`config.mk`:
```
export PLATFORM = sky130hd
export DESIGN_NAME = tpds_core
export DESIGN_NICKNAME = d
export VERILOG_FILES = /design/src/hdl/tpds_pkg.sv /design/src/hdl/tpds_core.sv
export SDC_FILE = /design/constraint.sdc
export NUM_CORES = 1
export LEC_CHECK = 0
export BUFFER_PORTS_ARGS = -buffer_cell sky130_fd_sc_hd__clkbuf_2
export CAP_MARGIN = 15
export CORE_ASPECT_RATIO = 0.6
export CORE_MARGIN = 1.5
export CORE_UTILIZATION = 56
export CTS_CLUSTER_SIZE = 40
export DETAILED_ROUTE_END_ITERATION = 16
export PLACE_DENSITY = 0.75
export SYNTH_ARGS = -nofsm -noshare
export SYNTH_HDL_FRONTEND = slang
export SYNTH_SLANG_ARGS = --single-unit
export TNS_END_PERCENT = 100
```
`constraint.sdc`:
```
create_clock -name clk -period 5.7 [get_ports clk]
set_input_delay 0.855 -clock clk [delete_from_list [all_inputs] [get_ports clk]]
set_output_delay 0.855 -clock clk [all_outputs]
set_load 0.05 [all_outputs]
```
`src/hdl/tpds_pkg.sv`:
```
`default_nettype none
package tpds_pkg;
	// Register offsets
	localparam logic [7:0] ADDR_TAP_CFG = 8'h21;
	localparam logic [7:0] ADDR_TAP_STATUS = 8'h22;
	localparam logic [7:0] ADDR_X_THS = 8'h23;
	localparam logic [7:0] ADDR_Y_THS = 8'h24;
	localparam logic [7:0] ADDR_Z_THS = 8'h25;
	localparam logic [7:0] ADDR_TIME_LIMIT = 8'h26;
	localparam logic [7:0] ADDR_LATENCY = 8'h27;
	localparam logic [7:0] ADDR_WINDOW = 8'h28;
	localparam logic [7:0] RESET_BYTE = 8'h00;
	localparam logic [6:0] THS_RESET = 7'h00;
	// Highest threshold code reaching 4 g at 0.063 g per code
	localparam logic [6:0] LOWNOISE_THS_MAX = 7'h3F;

	// Timing: base step of 0.625 ms at a 125 MHz clock
	localparam int CLK_PERIOD_PS = 8000;
	localparam int BASE_STEP_PS = 625000000;
	localparam int BASE_STEP_CYCLES = BASE_STEP_PS / CLK_PERIOD_PS;

	// Output data rate codes
	localparam logic [2:0] ODR_800 = 3'h0;
	localparam logic [2:0] ODR_50 = 3'h4;
	localparam logic [2:0] ODR_12P5 = 3'h5;

	// Step exponents (step = base step times two to the exponent)
	localparam logic [3:0] EXP_ONE = 4'h1;
	localparam logic [3:0] EXP_HIRES_LPF = 4'h2;
	localparam logic [3:0] EXP_NORMAL_LPF = 4'h5;
	localparam logic [3:0] EXP_SLOW_LPF = 4'h7;
	localparam logic [3:0] EXP_LP_SLOWEST_LPF = 4'h8;
	localparam logic [3:0] EXP_HIRES = 4'h0;
	localparam logic [3:0] EXP_NORMAL = 4'h3;
	localparam logic [3:0] EXP_LOW_POWER_LOW_NOISE_MODE_SLOW = 4'h5;
	localparam logic [3:0] EXP_LP_SLOW = 4'h6;

	typedef enum logic [1:0] {
		MODE_NORMAL = 2'h0,
		MODE_LOW_POWER_LOW_NOISE = 2'h1,
		MODE_HIGH_RESOLUTION = 2'h2,
		MODE_LOW_POWER = 2'h3
	} tpds_mode_t;

	typedef struct packed {
		logic [7:0] z;
		logic [7:0] y;
		logic [7:0] x;
	} tpds_accel_t;

	typedef struct packed {
		logic abortDouble;
		logic flagLatchEnable;
		logic zDouble;
		logic zSingle;
		logic yDouble;
		logic ySingle;
		logic xDouble;
		logic xSingle;
	} tpds_cfg_t;

	typedef struct packed {
		logic eventActiveFlag;
		logic zAxisHit;
		logic yAxisHit;
		logic xAxisHit;
		logic doubleTapFlag;
		logic zSign;
		logic ySign;
		logic xSign;
	} tpds_status_t;

	typedef enum logic [5:0] {
		ST_IDLE = 6'h01,
		ST_FIRST = 6'h02,
		ST_LATENCY = 6'h04,
		ST_WINDOW = 6'h08,
		ST_SECOND = 6'h10,
		ST_SETTLE = 6'h20
	} tpds_state_t;
endpackage : tpds_pkg
`default_nettype wire

```
`src/hdl/tpds_core.sv`:
```
`timescale 1ns/1ps
`default_nettype none
// What this block does
// - Event-active bit set on reported tap, resets 0
// - Per-axis hit bits show which axes tapped
// - Double-tap bit tells single from double
// - Per-axis sign bit: 0 positive, 1 negative
// - With latch on, set event freezes status
// - Reading status clears it and the interrupt
// - Separate read/write threshold per axis
// - Pulse detection starts above axis threshold
// - Thresholds are 7 bits, top bit reads 0
// - Codes step 0.063 g on fixed 8 g
// - Low-noise bit caps threshold at 4 g
// - Pulse valid only if it ends within limit
// - Limit counts steps, up to 255 steps
// - Step picked by rate, mode and filter
// - Filter-on step table per rate and mode
// - Filter-off step table per rate and mode
// - Filter enable comes from its control bit
// - Flags latch only with latch enable set
// - Events need per-axis single/double enable
// - Pulses ignored during latency after first
// - Second pulse must start inside window
module tpds_core import tpds_pkg::*; #(
	parameter int STEP_CYCLES = BASE_STEP_CYCLES
) (
	// Clock and reset
	input wire logic clk,
	input wire logic nrst,
	// Register access
	input wire logic [7:0] regAddr,
	input wire logic [7:0] regWdata,
	input wire logic regWrite,
	input wire logic regRead,
	output logic [7:0] regRdata,
	// Samples and operating mode
	input wire tpds_accel_t accelSample,
	input wire logic sampleValid,
	input wire logic [2:0] outputDataRate,
	input wire tpds_mode_t overSampleMode,
	input wire logic pulseLowpassEnable,
	input wire logic lowNoiseEnable,
	// Event output
	output logic tapInt
);
	generate
		if (STEP_CYCLES < 2) begin : g_bad_step
			$error("STEP_CYCLES must be at least 2");
		end
	endgenerate

	function automatic logic [3:0] stepShift(
		input logic [2:0] output_data_rate,
		input tpds_mode_t mode,
		input logic lpf
	);
		logic [3:0] r;
		logic slow;
		slow = output_data_rate > ODR_50;
		r = {1'b0, output_data_rate};
		if (lpf) begin
			r = r + EXP_ONE;
			unique case (mode)
				MODE_NORMAL: if (slow) r = EXP_NORMAL_LPF;
				MODE_LOW_POWER_LOW_NOISE: if (slow) r = EXP_SLOW_LPF;
				MODE_HIGH_RESOLUTION: if (r > EXP_HIRES_LPF) r = EXP_HIRES_LPF;
				MODE_LOW_POWER: begin
					if (slow) begin
						r = (output_data_rate == ODR_12P5) ? EXP_SLOW_LPF : EXP_LP_SLOWEST_LPF;
					end
				end
			endcase
		end else begin
			unique case (mode)
				MODE_NORMAL: begin
					if (output_data_rate != ODR_800) r = r - EXP_ONE;
					if (r > EXP_NORMAL) r = EXP_NORMAL;
				end
				MODE_LOW_POWER_LOW_NOISE: begin
					if (output_data_rate != ODR_800) r = r - EXP_ONE;
					if (slow) r = EXP_LOW_POWER_LOW_NOISE_MODE_SLOW;
				end
				MODE_HIGH_RESOLUTION: r = EXP_HIRES;
				MODE_LOW_POWER: if (slow) r = EXP_LP_SLOW;
			endcase
		end
		return r;
	endfunction : stepShift

	function automatic logic axisOver(
		input logic [7:0] s,
		input logic [6:0] ths,
		input logic lowNoise
	);
		logic [7:0] mag;
		logic [6:0] lim;
		mag = s[7] ? 8'(-s) : s;
		lim = (lowNoise && ths > LOWNOISE_THS_MAX) ? LOWNOISE_THS_MAX : ths;
		return mag > {1'b0, lim};
	endfunction : axisOver

	tpds_cfg_t cfg;
	tpds_status_t status;
	tpds_state_t state;
	tpds_state_t next_state;
	logic [6:0] xThresholdField;
	logic [6:0] yThresholdField;
	logic [6:0] zThresholdField;
	logic [7:0] pulseTimeLimit;
	logic [7:0] tapLatencyLimit;
	logic [7:0] secondTapWindow;
	logic [31:0] baseCount;
	logic [8:0] stepDiv;
	logic [7:0] phaseCount;
	logic [2:0] trackAxes;
	logic [2:0] trackSigns;

	// Sample comparison
	wire logic [2:0] overMask = {
		axisOver(accelSample.z, zThresholdField, lowNoiseEnable),
		axisOver(accelSample.y, yThresholdField, lowNoiseEnable),
		axisOver(accelSample.x, xThresholdField, lowNoiseEnable)
	};
	wire logic [2:0] signMask = {
		accelSample.z[7], accelSample.y[7], accelSample.x[7]
	};
	wire logic anyOver = |overMask;
	wire logic trackedLow = ~|(overMask & trackAxes);
	wire logic [2:0] singleEn = {cfg.zSingle, cfg.ySingle, cfg.xSingle};
	wire logic [2:0] doubleEn = {cfg.zDouble, cfg.yDouble, cfg.xDouble};

	// Step timing
	wire logic [3:0] stepExp = stepShift(outputDataRate, overSampleMode,
		pulseLowpassEnable);
	wire logic [8:0] stepMask = 9'((9'h001 << stepExp) - 9'h001);
	wire logic baseTick = baseCount == 32'(STEP_CYCLES - 1);
	wire logic stepTick = baseTick && ((stepDiv & stepMask) == stepMask);
	wire logic restart = next_state != state;
	logic [7:0] limitSel;
	always_comb begin
		unique case (state)
			ST_FIRST, ST_SECOND: limitSel = pulseTimeLimit;
			ST_LATENCY: limitSel = tapLatencyLimit;
			ST_WINDOW: limitSel = secondTapWindow;
			ST_IDLE, ST_SETTLE: limitSel = RESET_BYTE;
			default: limitSel = RESET_BYTE;
		endcase
	end
	wire logic expired = phaseCount == limitSel;

	// Detection sequence
	logic evt;
	logic evtDouble;
	logic [2:0] evtAxes;
	always_comb begin
		next_state = state;
		evt = 1'b0;
		evtDouble = 1'b0;
		evtAxes = 3'h0;
		unique case (state)
			ST_IDLE: begin
				if (sampleValid && anyOver) next_state = ST_FIRST;
			end
			ST_FIRST: begin
				if (expired) begin
					next_state = ST_SETTLE;
				end else if (sampleValid && trackedLow) begin
					evtAxes = trackAxes & singleEn;
					evt = |evtAxes;
					next_state = ST_LATENCY;
				end
			end
			ST_LATENCY: begin
				if (expired) begin
					next_state = |(trackAxes & doubleEn) ? ST_WINDOW : ST_SETTLE;
				end
			end
			ST_WINDOW: begin
				if (expired) begin
					next_state = ST_SETTLE;
				end else if (sampleValid && anyOver) begin
					next_state = ST_SECOND;
				end
			end
			ST_SECOND: begin
				if (expired) begin
					next_state = ST_SETTLE;
				end else if (sampleValid && trackedLow) begin
					evtAxes = trackAxes & doubleEn;
					evt = |evtAxes;
					evtDouble = 1'b1;
					next_state = ST_SETTLE;
				end
			end
			ST_SETTLE: begin
				if (sampleValid && !anyOver) next_state = ST_IDLE;
			end
			default: next_state = ST_IDLE;
		endcase
	end

	always_ff @(posedge clk or negedge nrst) begin
		if (!nrst) begin
			state <= ST_IDLE;
			trackAxes <= 3'h0;
			trackSigns <= 3'h0;
		end else begin
			state <= next_state;
			if (next_state == ST_FIRST || next_state == ST_SECOND) begin
				if (restart) begin
					trackAxes <= overMask;
					trackSigns <= signMask;
				end
			end
		end
	end

	always_ff @(posedge clk or negedge nrst) begin
		if (!nrst) begin
			baseCount <= 32'h0000_0000;
			stepDiv <= 9'h000;
			phaseCount <= RESET_BYTE;
		end else if (restart) begin
			baseCount <= 32'h0000_0000;
			stepDiv <= 9'h000;
			phaseCount <= RESET_BYTE;
		end else begin
			baseCount <= baseTick ? 32'h0000_0000 : baseCount + 32'h0000_0001;
			if (baseTick) stepDiv <= stepDiv + 9'h001;
			if (stepTick && !expired) begin
				phaseCount <= phaseCount + 8'h01;
			end
		end
	end

	// Status register
	wire logic statusRead = regRead && regAddr == ADDR_TAP_STATUS;
	wire logic frozen = status.eventActiveFlag && cfg.flagLatchEnable;
	wire tpds_status_t evtStatus = '{
		eventActiveFlag: 1'b1,
		zAxisHit: evtAxes[2],
		yAxisHit: evtAxes[1],
		xAxisHit: evtAxes[0],
		doubleTapFlag: evtDouble,
		zSign: trackSigns[2] & evtAxes[2],
		ySign: trackSigns[1] & evtAxes[1],
		xSign: trackSigns[0] & evtAxes[0]
	};
	always_ff @(posedge clk or negedge nrst) begin
		if (!nrst) begin
			status <= tpds_status_t'(RESET_BYTE);
		end else if (evt && (!frozen || statusRead)) begin
			status <= evtStatus;
		end else if (statusRead) begin
			status <= tpds_status_t'(RESET_BYTE);
		end
	end
	assign tapInt = status.eventActiveFlag;

	// Register writes
	always_ff @(posedge clk or negedge nrst) begin
		if (!nrst) begin
			cfg <= tpds_cfg_t'(RESET_BYTE);
			xThresholdField <= THS_RESET;
			yThresholdField <= THS_RESET;
			zThresholdField <= THS_RESET;
			pulseTimeLimit <= RESET_BYTE;
			tapLatencyLimit <= RESET_BYTE;
			secondTapWindow <= RESET_BYTE;
		end else if (regWrite) begin
			unique case (regAddr)
				ADDR_TAP_CFG: cfg <= tpds_cfg_t'(regWdata);
				ADDR_X_THS: xThresholdField <= regWdata[6:0];
				ADDR_Y_THS: yThresholdField <= regWdata[6:0];
				ADDR_Z_THS: zThresholdField <= regWdata[6:0];
				ADDR_TIME_LIMIT: pulseTimeLimit <= regWdata;
				ADDR_LATENCY: tapLatencyLimit <= regWdata;
				ADDR_WINDOW: secondTapWindow <= regWdata;
				default: ;
			endcase
		end
	end

	// Register reads
	logic [7:0] readMux;
	always_comb begin
		unique case (regAddr)
			ADDR_TAP_CFG: readMux = cfg;
			ADDR_TAP_STATUS: readMux = status;
			ADDR_X_THS: readMux = {1'b0, xThresholdField};
			ADDR_Y_THS: readMux = {1'b0, yThresholdField};
			ADDR_Z_THS: readMux = {1'b0, zThresholdField};
			ADDR_TIME_LIMIT: readMux = pulseTimeLimit;
			ADDR_LATENCY: readMux = tapLatencyLimit;
			ADDR_WINDOW: readMux = secondTapWindow;
			default: readMux = RESET_BYTE;
		endcase
	end
	always_ff @(posedge clk or negedge nrst) begin
		if (!nrst) begin
			regRdata <= RESET_BYTE;
		end else if (regRead) begin
			regRdata <= readMux;
		end
	end
endmodule : tpds_core
`default_nettype wire

```
==> results.cfg <==
[status]
status = completed

[hold_path]
hp-start = trackSigns[2]
hp-class = register to register
hold_depth = 1
hold_path_end = trackSigns[2]

[synth]
synth.most_common_cell = dfrtp_1
synth_area_leaders = dfrtp_1, mux2_2, ha_1
synthFlopType = dfrtp_1
synth_commonest_cells = dfrtp_1, nor2_1, nand2_1
ys_seq_elements = 130
avgSynthCellArea_um2 = 9.46
synthArstFlopShare = 1.00
syn_nets = 981
synth_edf_count = 0
yosysWarnings = 0
synth_area_mm2 = 0.00846
yosysTopAreaCellShare = 0.382
yosysTopAreaCell = dfrtp_1
yosysSeqAreaShare = 0.385
synth_cell_types = 73
synth_cells = 894

[clock_network]
clk_pin_slew_ns = 0.06
cts.sinks = 130
hold_buffers = 0
htree_levels = 4
cts_tree = built
cts_resized = 0
post-cts-setup-buffers = 0
clockBufferDepth = 2
root_buffer = clkbuf_16
clock_latency_ns = 0.43
numCtsBuffers = 17

[floorplan]
rows = 34
dieArea_mm2 = 0.0159
core_mm2 = 0.0146
die_h_um = 98.2
fp.dieW_um = 162
io_pins = 61
initial_core_util = 0.578

[timing]
fin_setup_tns_ns = 0
slew_viol_final = 0
relSlewSlack = 0.256
worstMarginPinSlew_ns = 1.11
hold_violations = 0
finalCritPeriodShare = 0.849
clock_skew_ns = 0.0145
max_freq_ghz = 0.207
post-route-min-period_ns = 4.84
finalSetupViolations = 0
grt_setup_unrepaired = no

[layout]
final_nets = 1029
area_growth_pct = 11.7
n_antenna_cell = 0
final_cells = 1153
drive_above_1_share = 0.191

[power_and_ir_drop]
ir_worst_vdd_mv = 0.215
power_mw = 2.79
p_leak_nw = 4.16
p_per_area_mw_per_mm2 = 295

[route]
wirelength_um = 22500
wl_per_cell_um = 19.5
first_iter_violations = 1137
vias_per_cell = 6.33
ant_nets = 0
drc_errors = 0
dr.pass1.iters = 6
vias = 7297

[grt]
grt_pass1_wl_um = 36900
grt_use_total = 0.297
overflow = 0
grt_pass1_vias = 6819
grt_max_degree = 75
antenna_found_initial = 0

[placement]
place.gp.congestion = 0.981
dp_cells = 1121
hpwlAfterDp_um = 16500
io_buffers = 60

[worst_setup_path]
crit_arrival_ns = 5.18
cp_data_required_time_ns = 6.04
end_kind = register
worstReg2RegEnd = baseCount[13]
path_class = input port to register
critPathMaxFanout = 13
reg2reg_slack_ns = 1.39
ff2ff_path_depth = 9
worstSetupStartpointType = input port
r2r_start = state[3]

[run]
cap_violations = 0
## sequential cells by signal, indices dropped and copies added, names as in the netlist, 7 cells and up
register         cells
baseCount           32
cfg                  8
phaseCount           8
pulseTimeLimit       8
regRdata             8
secondTapWindow      8
status               7
stepDiv              9
tapLatencyLimit      8
xThresholdField      7
yThresholdField      7
zThresholdField      7
## report_power, final
group	internal, mW	switching (mW)
sequential	0.982	0.0867
clock	0.645	0.433
combinational	0.233	0.408
total	1.86	0.928
## cell type report
class / instances / area (um2)
Clock buffer: 20 / 437
Clock inverter: 12 / 133
Fill cell: 1202 / 5190
Inverter: 34 / 128
Multi-Input combinational cell: 695 / 4910
Sequential cell: 130 / 3250
Tap cell: 198 / 248
Timing Repair Buffer: 64 / 333
## metrics by stage
step                      hold WS (ns)   util  instance area (um2)  setup WS (ns)
final                            0.511  0.645                 9440          0.858
after global routing             0.539  0.645                 9440          0.569
after CTS                        0.513  0.645                 9440          0.909
after detailed placement         0.497  0.606                 8870          0.470
after global placement           0.490  0.606                 8870          0.597
after floorplan                  0.480      -                 8460           1.12
## logic make-up after synthesis
family / after synthesis / share of synthesized area
AOI/OAI and AO/OA: 161 / 0.136
and+or+nand+nor: 358 / 0.223
DFF: 130 / 0.385
xor gates and xnor gates: 59 / 0.0620
adders and majority gates: 35 / 0.0518
muxes: 82 / 0.108
buffers and inverters: 69 / 0.0343
## worst max-delay path by stage
stage | from | endpoint
final | outputDataRate[1] | phaseCount[5]
after global routing | outputDataRate[1] | phaseCount[5]
after CTS | outputDataRate[1] | phaseCount[5]
after floorplan | outputDataRate[1] | phaseCount[5]
after detailed placement | outputDataRate[1] | phaseCount[5]
after global placement | outputDataRate[1] | phaseCount[5]
## metal layers
| layer | vias up | routed length, um | global-route usage |
|---|---|---|---|
| met3 | 33 | 2860 | 0.0998 |
| met1 | 3490 | 11000 | 0.476 |
| met4 | 0 | 298 | 0.0734 |
| li1 | 3397 | - | - |
| met2 | 377 | 8350 | 0.372 |
| met5 | - | 0 | 0 |
## worst max-delay path, stage by stage
cell and delay, ns:
clkbuf_2 0.14, inv_1 0.11, ha_1 0.21, inv_1 0.08, ha_1 0.41, a21bo_2 0.28
a221oi_1 0.33, o22a_2 0.26, o21a_1 0.21, nand3_1 0.10, ha_1 0.31, nor2b_1 0.19
o2111ai_1 0.09, o211ai_1 0.14, a211o_1 0.29, or4_1 0.53, or4_1 0.50, a21oi_1 0.15
## placed cells by master, fill, tap and decap left out, types with 19 or more instances in the layout
| cell | n |
|---|---|
| o21ai_0 | 22 |
| mux2_2 | 64 |
| xor2_1 | 28 |
| ha_1 | 35 |
| dfrtp_1 | 129 |
| nand2_1 | 74 |
| nor2_1 | 89 |
| clkbuf_2 | 59 |
| nand4_1 | 19 |
| xnor2_1 | 30 |
| nand3_1 | 49 |
| a21oi_1 | 27 |
| inv_1 | 34 |
No activity file was read; power rests on OpenSTA's default activity.
